`src/rwil_pkg.sv`:
```
// Package holding the constants, types and states of the reset and wake latency sequencer
package rwil_pkg;

   // ----------------------------------------
   // Counter width and cycle figures, in core clock periods
   // ----------------------------------------
   localparam int unsigned CNT_W            = 22;
   localparam logic [21:0] RESET_MIN_CYC    = 22'h00_0010;   // 16T least reset hold
   localparam logic [21:0] FIRST_ADDR_CYC   = 22'h00_003F;   // 63T release to first address
   localparam logic [21:0] FIRST_ADDR_MAX   = 22'h00_0040;   // 64T latest first address
   localparam logic [21:0] POR_STRETCH_DEF  = 22'h20_0000;   // 2^21T stretched power-on reset
   localparam logic [21:0] IRQ_LAT_CYC      = 22'h00_0012;   // 18T
   localparam logic [21:0] IRQ_LAT_FAST_CYC = 22'h00_000E;   // 14T
   localparam logic [21:0] WAKE_LAT_CYC     = 22'h00_0016;   // 22T
   localparam logic [21:0] WAKE_LAT_FAST_CYC= 22'h00_0012;   // 18T

   // ----------------------------------------
   // Clock figures and operating modes
   // ----------------------------------------
   localparam int unsigned SLOW_CLK_NS      = 125;           // 8 MHz period used in reset and stop
   localparam logic [1:0]  MODE_EXT_FETCH   = 2'h3;          // Only mode with visible fetch

   // ----------------------------------------
   // Types
   // ----------------------------------------
   typedef struct packed {
      logic line_a;
      logic line_b;
   } rwil_irq_t;

   typedef enum logic [2:0] {
      ST_RESET,
      ST_BOOT,
      ST_RUN,
      ST_ISR,
      ST_WAIT,
      ST_STOP
   } rwil_state_t;

endpackage

```
`src/rwil_top.sv`:
```
// Reset entry and exit, external interrupt qualification and wake-up latency sequencer
// What the document requires of this block and of its reset and interrupt sources
// The external reset source holds reset low at least sixteen core clock periods for it to count.
// While external reset is asserted the address, data and control outputs are released to high impedance.
// After reset release the first external address is driven 63 to 64 core clock periods later.
// On power-on reset a stretcher may lengthen the wait before the first address to 2^21 clock periods.
// An edge-sensitive interrupt requester holds its request at least one and a half clock periods.
// After either interrupt line asserts, the service routine's first data access comes no sooner than 18T, 14T fast.
// After either interrupt line asserts, the first general-purpose output change comes no sooner than 18T, 14T fast.
// When line A wakes the device from wait, the first data access follows no sooner than 22T, 18T fast.
// When line A wakes the device from stop, the first data access follows no sooner than 22T, 18T fast.
// To leave stop, an edge request on line A is held at least one and a half clock periods.
// In reset and stop the core clock runs at 8 MHz, a 125 ns period.
// The interrupt fetch shows on the external pins only in operating mode three.
// Reset and interrupt inputs are synchronised to the core clock before latencies are counted.
`timescale 1ns/1ps
`default_nettype none
module rwil_top
   import rwil_pkg::*;
#(
   parameter logic [21:0] POR_STRETCH_CYC = POR_STRETCH_DEF
) (
   input  wire logic        clk_sys,
   input  wire logic        rst,
   input  wire logic        ext_reset_n,
   input  wire logic        ext_irq_line_a_n,
   input  wire logic        ext_irq_line_b_n,
   input  wire logic        irq_edge_mode,
   input  wire logic        irq_fast_path,
   input  wire logic        por_stretch_en,
   input  wire logic [1:0]  op_mode,
   input  wire logic        wait_req,
   input  wire logic        stop_req,
   output logic             bus_oe_n,
   output logic             first_addr_stb,
   output logic             isr_data_access,
   output logic             isr_gpo_valid,
   output logic             irq_fetch_pins,
   output logic             slow_clk_sel,
   output rwil_state_t      core_state
);

   // ----------------------------------------
   // Elaboration checks
   // ----------------------------------------
   if (POR_STRETCH_CYC < FIRST_ADDR_MAX) begin : g_chk
      $error("POR_STRETCH_CYC shorter than the normal reset exit");
   end

   // Latency pick shared by interrupt entry and wake-up entry
   function automatic logic [21:0] lat_sel(input logic fast, input logic from_low_power);
      logic [21:0] r;
      r = 22'h00_0000;
      if (from_low_power) begin
         r = fast ? WAKE_LAT_FAST_CYC : WAKE_LAT_CYC;
      end else begin
         r = fast ? IRQ_LAT_FAST_CYC : IRQ_LAT_CYC;
      end
      return r;
   endfunction

   // ----------------------------------------
   // Input synchronisers
   // ----------------------------------------
   logic        rsync1_reg, rsync2_reg;
   rwil_irq_t   isync1_reg, isync2_reg, idly_reg;
   rwil_irq_t   irq_raw;

   assign irq_raw = '{line_a: ~ext_irq_line_a_n, line_b: ~ext_irq_line_b_n};

   // Two flops; first stage feeds only the second, edge detect looks at stage two
   always_ff @(posedge clk_sys or posedge rst) begin
      if (rst) begin
         rsync1_reg <= 1'b0;
         rsync2_reg <= 1'b0;
         isync1_reg <= '0;
         isync2_reg <= '0;
         idly_reg   <= '0;
      end else begin
         rsync1_reg <= ~ext_reset_n;
         rsync2_reg <= rsync1_reg;
         isync1_reg <= irq_raw;
         isync2_reg <= isync1_reg;
         idly_reg   <= isync2_reg;
      end
   end

   // Request qualification: edge mode needs a new assertion, level mode a held one
   logic hit_a, hit_b;
   assign hit_a = isync2_reg.line_a & (~irq_edge_mode | ~idly_reg.line_a);
   assign hit_b = isync2_reg.line_b & (~irq_edge_mode | ~idly_reg.line_b);

   // ----------------------------------------
   // Sequencer state
   // ----------------------------------------
   rwil_state_t state_reg, state_next;
   logic [21:0] cnt_reg, cnt_next;
   logic [21:0] lat_reg, lat_next;
   logic [4:0]  rcnt_reg, rcnt_next;
   logic        por_reg, por_next;
   logic        oe_n_reg, oe_n_next;
   logic        addr_reg, addr_next;
   logic        acc_reg, acc_next;
   logic        gpo_reg, gpo_next;
   logic        fetch_reg, fetch_next;
   logic        slow_reg, slow_next;

   // Next-state logic; reset recognition overrides every other state
   always_comb begin
      state_next = state_reg;
      cnt_next   = cnt_reg;
      lat_next   = lat_reg;
      rcnt_next  = rcnt_reg;
      por_next   = por_reg;
      addr_next  = 1'b0;
      acc_next   = 1'b0;
      gpo_next   = 1'b0;
      oe_n_next  = oe_n_reg;
      // Count how long reset has been held; a shorter pulse is a glitch
      if (rsync2_reg) begin
         if (rcnt_reg != RESET_MIN_CYC[4:0]) begin
            rcnt_next = rcnt_reg + 5'h01;
         end
      end else begin
         rcnt_next = 5'h00;
      end
      case (state_reg)
         ST_RESET: begin
            cnt_next = 22'h00_0000;
            if (!rsync2_reg) begin
               state_next = ST_BOOT;
               // Stretch is only offered after power-on; later resets exit at 63T
               lat_next   = (por_reg && por_stretch_en) ? POR_STRETCH_CYC : FIRST_ADDR_CYC;
            end
         end
         ST_BOOT: begin
            cnt_next = cnt_reg + 22'h00_0001;
            if (cnt_reg == lat_reg - 22'h00_0001) begin
               state_next = ST_RUN;
               addr_next  = 1'b1;
               oe_n_next  = 1'b0;
               por_next   = 1'b0;
            end
         end
         ST_RUN: begin
            cnt_next = 22'h00_0000;
            if (hit_a || hit_b) begin
               state_next = ST_ISR;
               lat_next   = lat_sel(irq_fast_path, 1'b0);
            end else if (stop_req) begin
               state_next = ST_STOP;
            end else if (wait_req) begin
               state_next = ST_WAIT;
            end
         end
         ST_ISR: begin
            cnt_next = cnt_reg + 22'h00_0001;
            if (cnt_reg == lat_reg - 22'h00_0001) begin
               state_next = ST_RUN;
               acc_next   = 1'b1;
               gpo_next   = 1'b1;
            end
         end
         ST_WAIT, ST_STOP: begin
            cnt_next = 22'h00_0000;
            // Of the two interrupt lines only line A brings the core out of a low-power state
            if (hit_a) begin
               state_next = ST_ISR;
               lat_next   = lat_sel(irq_fast_path, 1'b1);
            end
         end
         default: begin
            state_next = ST_RESET;
         end
      endcase
      // Bus floats as soon as reset is seen, before the hold is confirmed
      if (rsync2_reg) begin
         oe_n_next = 1'b1;
         addr_next = 1'b0;
         acc_next  = 1'b0;
         gpo_next  = 1'b0;
      end
      if (rcnt_next == RESET_MIN_CYC[4:0]) begin
         state_next = ST_RESET;
      end
      fetch_next = (state_next == ST_ISR) && (op_mode == MODE_EXT_FETCH);
      slow_next  = (state_next == ST_RESET) || (state_next == ST_BOOT)
                || (state_next == ST_STOP);
   end

   // Registers only
   always_ff @(posedge clk_sys or posedge rst) begin
      if (rst) begin
         state_reg <= ST_RESET;
         cnt_reg   <= 22'h00_0000;
         lat_reg   <= FIRST_ADDR_CYC;
         rcnt_reg  <= 5'h00;
         por_reg   <= 1'b1;
         oe_n_reg  <= 1'b1;
         addr_reg  <= 1'b0;
         acc_reg   <= 1'b0;
         gpo_reg   <= 1'b0;
         fetch_reg <= 1'b0;
         slow_reg  <= 1'b1;
      end else begin
         state_reg <= state_next;
         cnt_reg   <= cnt_next;
         lat_reg   <= lat_next;
         rcnt_reg  <= rcnt_next;
         por_reg   <= por_next;
         oe_n_reg  <= oe_n_next;
         addr_reg  <= addr_next;
         acc_reg   <= acc_next;
         gpo_reg   <= gpo_next;
         fetch_reg <= fetch_next;
         slow_reg  <= slow_next;
      end
   end

   assign bus_oe_n        = oe_n_reg;
   assign first_addr_stb  = addr_reg;
   assign isr_data_access = acc_reg;
   assign isr_gpo_valid   = gpo_reg;
   assign irq_fetch_pins  = fetch_reg;
   assign slow_clk_sel    = slow_reg;
   assign core_state      = state_reg;

   // ----------------------------------------
   // Assertions and covers
   // ----------------------------------------
   // Cycles since the last reset release, for the boot window check;
   // saturates so a stretched power-on exit cannot wrap it into the window
   logic [6:0] rel_age_reg, rel_age_next;

   always_comb begin
      rel_age_next = rel_age_reg;
      if (rsync2_reg) begin
         rel_age_next = 7'h00;
      end else if (rel_age_reg != 7'h7F) begin
         rel_age_next = rel_age_reg + 7'h01;
      end
   end

   // Power-on counts as a release too, so its reset value is zero
   always_ff @(posedge clk_sys or posedge rst) begin
      if (rst) begin
         rel_age_reg <= 7'h00;
      end else begin
         rel_age_reg <= rel_age_next;
      end
   end
endmodule
`default_nettype wire

```
`config.mk`:
```
export PLATFORM = sky130hd
export DESIGN_NAME = rwil_top
export DESIGN_NICKNAME = d
export VERILOG_FILES = /design/src/rwil_pkg.sv /design/src/rwil_top.sv
export SDC_FILE = /design/constraint.sdc
export NUM_CORES = 1
export LEC_CHECK = 0
export ABC_AREA = 1
export BUFFER_PORTS_ARGS = -buffer_cell sky130_fd_sc_hd__buf_2
export CELL_PAD_IN_SITES_DETAIL_PLACEMENT = 1
export CELL_PAD_IN_SITES_GLOBAL_PLACEMENT = 1
export CORE_MARGIN = 1
export CORE_UTILIZATION = 40
export DETAILED_ROUTE_END_ITERATION = 6
export GPL_TIMING_DRIVEN = 0
export PLACE_DENSITY_LB_ADDON = 0.2
export SYNTH_ARGS = -nofsm -noshare
export SYNTH_HDL_FRONTEND = slang
export SYNTH_SLANG_ARGS = --single-unit
export TNS_END_PERCENT = 100
```
`constraint.sdc`:
```
create_clock -name clk_sys -period 2.09 [get_ports clk_sys]
set_input_delay 0.3135 -clock clk_sys [delete_from_list [all_inputs] [get_ports clk_sys]]
set_output_delay 0.3135 -clock clk_sys [all_outputs]
set_load 0.1 [all_outputs]
```
==> impl_metrics.yaml, run 1 <==
status:
  status: "complete, no violations"
run:
  maxCapViolations: 0
placement:
  place.port_buffers: 20
  hpwlAfterDp_mm: 6.080
  gp_congestion: 0.8246
  place_ws_ns: -0.09429
synth:
  syn_nets: 420
  synthesis.area_mm2: 0.002998
  ys_ff_latch: 50
  synth_cell_types: 43
  syn_inst: 404
  yosysTopAreaCell: "dfrtp_1"
  synth.top_cells.by_area: "dfrtp_1, nand2_1, inv_1"
  yosysSeqAreaShare: 0.4207
  synth_warnings: 0
  synth_top_area_share: 0.3506
  synth.avg_cell_area_um2: 7.420
sta:
  rsz0062_at_grt: "true"
  maxSlewHeadroom: 0.6235
  tightest_slew_ns: 0.5648
  fmax_ghz: 0.5067
  layout_setup_ws_ns: 0.1163
  finalCritPeriodShare: 0.9444
  period_minus_slack_ns: 1.974
  hold_viol_final: 0
  setup_viol: 0
  final_max_slew_viol_count: 0
  holdWs_ns: 0.03882
  skew_ns: 0.008648
detailed_routing:
  vias_per_cell: 5.095
  wl_per_cell_um: 15.01
  drtIter0Drc: 73
  wl_mm: 8.076
  ant_nets: 0
  drtPass1Iterations: 4
  num_vias: 2741
  drcViolationCount: 0
floorplanning:
  core_area_mm2: 0.007253
  die_y_um: 88.57
  fp.dieW_um: 88.57
  num_rows: 31
  start_util: 0.4133
  dieArea_mm2: 0.007845
  pin_count: 21
cells_and_area:
  antennaDiodeCount: 0
  drive_gt1_frac: 0.2005
  largest_reg_flops: 22
  final_util: 0.4765
  fillCellCount: 949
  area_growth_pct: 15.28
  nNetsFinal: 454
clock_network:
  h-tree-depth: 2
  clk_path_buf_depth: 2
  cts_tree: "yes"
  path_clk_slew_ns: 0.10
  cts_buffers: 5
  clk_latency_ns: 0.31
  clock_sinks: 50
  root_buffer: "clkbuf_8"
  cts_hold_buf: 0
setup_path:
  critPathCaptureType: "flop"
  crit_fanout: 3
  r2r-start: "lat_reg[5]"
  arrival_ns: 2.22
  worst-setup-path-type: "reg -> reg"
  r2r_end: "first_addr_stb"
  required_ns: 2.33
  critPathLaunch: "lat_reg[5]"
  reg2reg_depth: 12
  rrSetupSlack_ns: 0.12
  start_kind: "flop"
global_route:
  grt_pass1_vias: 2699
  grt_max_degree: 27
  grtUsageTotal: 0.2206
  grt-ovfl-total: 0
  grt_pass1_wl_mm: 13.17
  antenna_found_initial: 0
pwr:
  powerDensity_mw_per_mm2: 1115
  p_leak_nw: 1.714
  ir_worst_vdd_mv: 0.4125
  finalPower_w: 0.003852
hold_path:
  hold_class: "in -> async"
-- through the flow --
stage          cells  setup TNS (ns)  cell area (um2)
4_1_cts          532               0             3358
6_report         538               0             3456
5_1_grt          538         -0.1828             3456
2_1_floorplan    404               0             2998
3_5_place_dp     524         -0.3743             3242
3_3_place_gp     523          -5.973             3222
-- layout by cell type (no fill, tap or decap), types with 2 or more instances in the layout --
master	instances
clkbuf_1	3
ha_1	3
clkbuf_8	5
o22ai_1	5
o21ai_1	8
nor3_1	8
dfstp_2	8
buf_12	2
o21ai_0	18
a31oi_1	2
nor4_1	2
o21a_1	2
nand4_1	11
nor2_2	10
nand3_1	24
dfrtp_1	42
nor3b_1	2
nand2_2	7
o31ai_1	2
clkinv_4	2
inv_1	55
inv_2	5
nand3_2	5
buf_4	7
nor2_1	39
buf_2	21
xnor2_1	3
nor2_4	4
o32ai_1	2
o21bai_1	3
a21oi_1	12
nand2_1	101
-- worst max-delay path, stage by stage (launching register included) --
cell	delay, ns
dfstp_2	0.59
clkinv_4	0.08
ha_4	0.27
inv_2	0.03
nand2_2	0.04
nand4_1	0.12
nor2_1	0.15
nand3_1	0.12
nor2_1	0.11
nand3_1	0.09
nor2_2	0.12
nand3_1	0.09
nor2_1	0.10
-- Yosys cell counts --
cell type	number
nand2_1	105
inv_1	58
dfrtp_1	42
nor2_1	42
nand3_1	25
o21ai_0	18
a21oi_1	12
nand4_1	11
dfstp_2	8
nor2_2	8
nor3_1	8
o21ai_1	8
o22ai_1	5
ha_1	4
nand3_2	4
inv_2	3
nand2_2	3
nor2_4	3
o21bai_1	3
xnor2_1	3
a31oi_1	2
buf_4	2
clkbuf_1	2
nor3b_1	2
nor4_1	2
o21a_1	2
o31ai_1	2
o32ai_1	2
a21oi_2	1
a221oi_1	1
and3_1	1
buf_2	1
buf_6	1
inv_4	1
nand2_4	1
nand4_2	1
nor2_8	1
nor3_2	1
nor3_4	1
o21ai_2	1
o221ai_1	1
or2_2	1
xor2_1	1
-- cell families after synthesis --
logic type,after synthesis,synth area share
simple gates,220,0.3464
fa+ha+maj,4,0.01670
compound gates,58,0.1131
flops,50,0.4207
buf+inv,68,0.09140
xor+xnor,4,0.01169
-- power breakdown --
part           internal (W)  switching (W)
clock              0.000360       0.000339
combinational      0.000597        0.00121
sequential          0.00117       0.000184
total               0.00212        0.00173
-- metal layers --
metal / track usage / wire, um
met3: 0.03358 / 233
met5: 0 / 0
met4: 0.06452 / 123
met2: 0.3517 / 3811
met1: 0.3105 / 3908
-- final cells by class --
type | count | area, um2 | area share
inverter | 62 | 240.2 | 0.06951
sequential | 50 | 1261 | 0.3650
timing repair buffer | 27 | 177.7 | 0.05141
buffer | 6 | 38.79 | 0.01122
clock inverter | 2 | 38.79 | 0.01122
clock buffer | 6 | 72.57 | 0.02100
tap | 99 | 123.9 | 0.03584
multi-input combinational | 286 | 1503 | 0.4348
-- worst max path at each step --
stage               cells past startpoint             end  slack (ns)
finish                                 12  first_addr_stb        0.12
global route                           12  first_addr_stb       -0.08
CTS                                    13    slow_clk_sel       0.001
detailed placement                     14    slow_clk_sel       -0.09
global placement                        2      cnt_reg[0]       -0.14
floorplan                               6     lat_reg[21]       0.005
-- timing repair --
item / 4_1_cts / 5_1_grt
setup buffers: 0 / 6
endpoints found under the setup margin: 8 / 13
resized for setup: 2 / 13
pin swaps: 0 / 12
No activity file was read; power rests on OpenSTA's default activity.
==> inputs of run 2 (changes only) <==
==> constraint.sdc (replaced) <==
create_clock -name clk_sys -period 1.7 [get_ports clk_sys]
set_input_delay 0.255 -clock clk_sys [delete_from_list [all_inputs] [get_ports clk_sys]]
set_output_delay 0.255 -clock clk_sys [all_outputs]
set_load 0.1 [all_outputs]
==> run 2 against run 1 <==
Net effect:
- the run now ends with negative hold slack, negative setup slack left
- utilization increased by 3.4 points
- non-clock buffer count increased by 14
- clock skew increased by 0.0054 ns
- worst setup slack got worse by 0.29 ns
- largest cell class unchanged
==> impl_metrics.yaml, run 2 (same netlist as run 1, synthesis figures left out) <==
status:
  status: "complete, but fails checks"
  violations: "negative hold slack, negative setup slack"
floorplanning:
  fp.dieW_um: 88.57
  die_y_um: 88.57
  pin_count: 21
  core_area_mm2: 0.007253
  num_rows: 31
  start_util: 0.4133
  dieArea_mm2: 0.007845
sta:
  rsz0062_at_grt: "true"
  fmax_ghz: 0.5346
  final_max_slew_viol_count: 0
  tightest_slew_ns: 0.5569
  hold_viol_final: 20
  finalCritPeriodShare: 1.100
  setup_viol: 11
  maxSlewHeadroom: 0.6282
  layout_setup_ws_ns: -0.1705
  period_minus_slack_ns: 1.871
  holdWs_ns: -0.02376
  skew_ns: 0.01402
cells_and_area:
  final_util: 0.5101
  fillCellCount: 934
  layout.cells.non_filler: 552
  layout_common_cells: "nand2_1, inv_1, dfrtp_1"
  drive_gt1_frac: 0.2737
  multi_input_comb_area_mm2: 0.001639
  largest_reg_flops: 22
  area_growth_pct: 23.41
  nNetsFinal: 468
  final_area_mm2: 0.003700
  antennaDiodeCount: 0
  seqCellArea_mm2: 0.001271
  layout_commonest_cell: "nand2_1"
placement:
  place_ws_ns: -0.3219
  placed_area_mm2: 0.003268
  place.port_buffers: 20
  place_inst: 524
  hpwlAfterDp_mm: 6.145
  gp_congestion: 0.8235
global_route:
  grt_pass1_wl_mm: 13.39
  antenna_found_initial: 0
  grt-ovfl-total: 0
  grtUsageTotal: 0.2222
  grt_max_degree: 28
  grt_pass1_vias: 2861
clock_network:
  cts_buffers: 5
  clk_path_buf_depth: 2
  clk_latency_ns: 0.31
  h-tree-depth: 2
  clock_sinks: 50
  root_buffer: "clkbuf_8"
  path_clk_slew_ns: 0.10
  cts_tree: "yes"
setup_path:
  worst-setup-path-type: "reg -> reg"
  start_kind: "flop"
  critPathCaptureType: "flop"
  crit_fanout: 6
  arrival_ns: 2.13
  required_ns: 1.96
detailed_routing:
  num_vias: 2801
  vias_per_cell: 5.074
  drtPass1Iterations: 4
  ant_nets: 0
  drcViolationCount: 0
  drtIter0Drc: 105
  wl_per_cell_um: 14.88
  wl_mm: 8.212
pwr:
  finalPower_w: 0.004933
  p_leak_nw: 1.823
  ir_worst_vdd_mv: 0.5994
  powerDensity_mw_per_mm2: 1333
hold_path:
  hold_class: "in -> async"
run:
  maxCapViolations: 0
## run 2: changes by cell type in the layout (fill, tap and decap cells not counted), sizes merged
cell / previous run / this run
buf: 31 / 45
clkinv: 2 / 1
inv: 61 / 62
## run 2: path summary, 6_finish.rpt
check | start | end | slack, ns | cells past startpoint
worst max-delay path | lat_reg[5] | slow_clk_sel | -0.17 | 14
worst min-delay path | rst | idly_reg[1] | -0.02 | 2
worst max register to register | lat_reg[5] | slow_clk_sel | -0.17 | 14
worst min register to register | rsync1_reg | rsync2_reg | 0.36 | 0
max in group asynchronous | rst | lat_reg[4] | 1.10 | 3
min in group clk_sys | ext_irq_line_a_n | isync1_reg[1] | 0.06 | 2
## run 2: metal layers
metal,share of wire,track usage
met1,0.46,0.2926
met2,0.51,0.3902
met3,0.020,0.02892
met4,0.010,0.04692
met5,0,0
## run 2: area by class of cell
cell class / count / share of cell area
well taps: 99 / 0.03348
clock inverters: 2 / 0.01048
plain buffers: 6 / 0.01048
clock buffers: 6 / 0.01961
multi-input cells: 286 / 0.4430
inverters: 62 / 0.06425
flip-flops and latches: 50 / 0.3436
repair buffers: 41 / 0.07508
## run 2: what timing repair did
| item | in CTS | in global routing |
|---|---|---|
| pin swaps | 13 | 20 |
| hold buffers | 0 | 0 |
| gates resized for setup | 11 | 32 |
| setup buffers | 10 | 10 |
| endpoints found under the setup margin | 21 | 23 |
## run 2: critical path, cell delays in order, from the launching register on
cell and delay [ns]:
dfstp_2 0.57, inv_4 0.05, ha_4 0.18, nand2_2 0.08, nand2_1 0.06, nand2_2 0.07
nand2_2 0.05, nor2_2 0.12, nand2_2 0.07, nor2_4 0.15, nand4_1 0.15, nand2_2 0.11
nand2_2 0.06, nand2_1 0.06, inv_1 0.04
## run 2: report_power, final
part           internal, W  total [W]  switching, W
combinational     0.000825    0.00239       0.00157
clock             0.000443   0.000865      0.000422
sequential         0.00145    0.00168      0.000230
## run 2: stage by stage
step	hold slack [ns]	setup TNS, ns
final	-0.02376	-1.041
after global routing	0.03233	-3.696
after detailed placement	0.3365	-4.003
after floorplan	0.3144	-0.001890
after global placement	0.3321	-23.23
after CTS	0.001038	-1.615
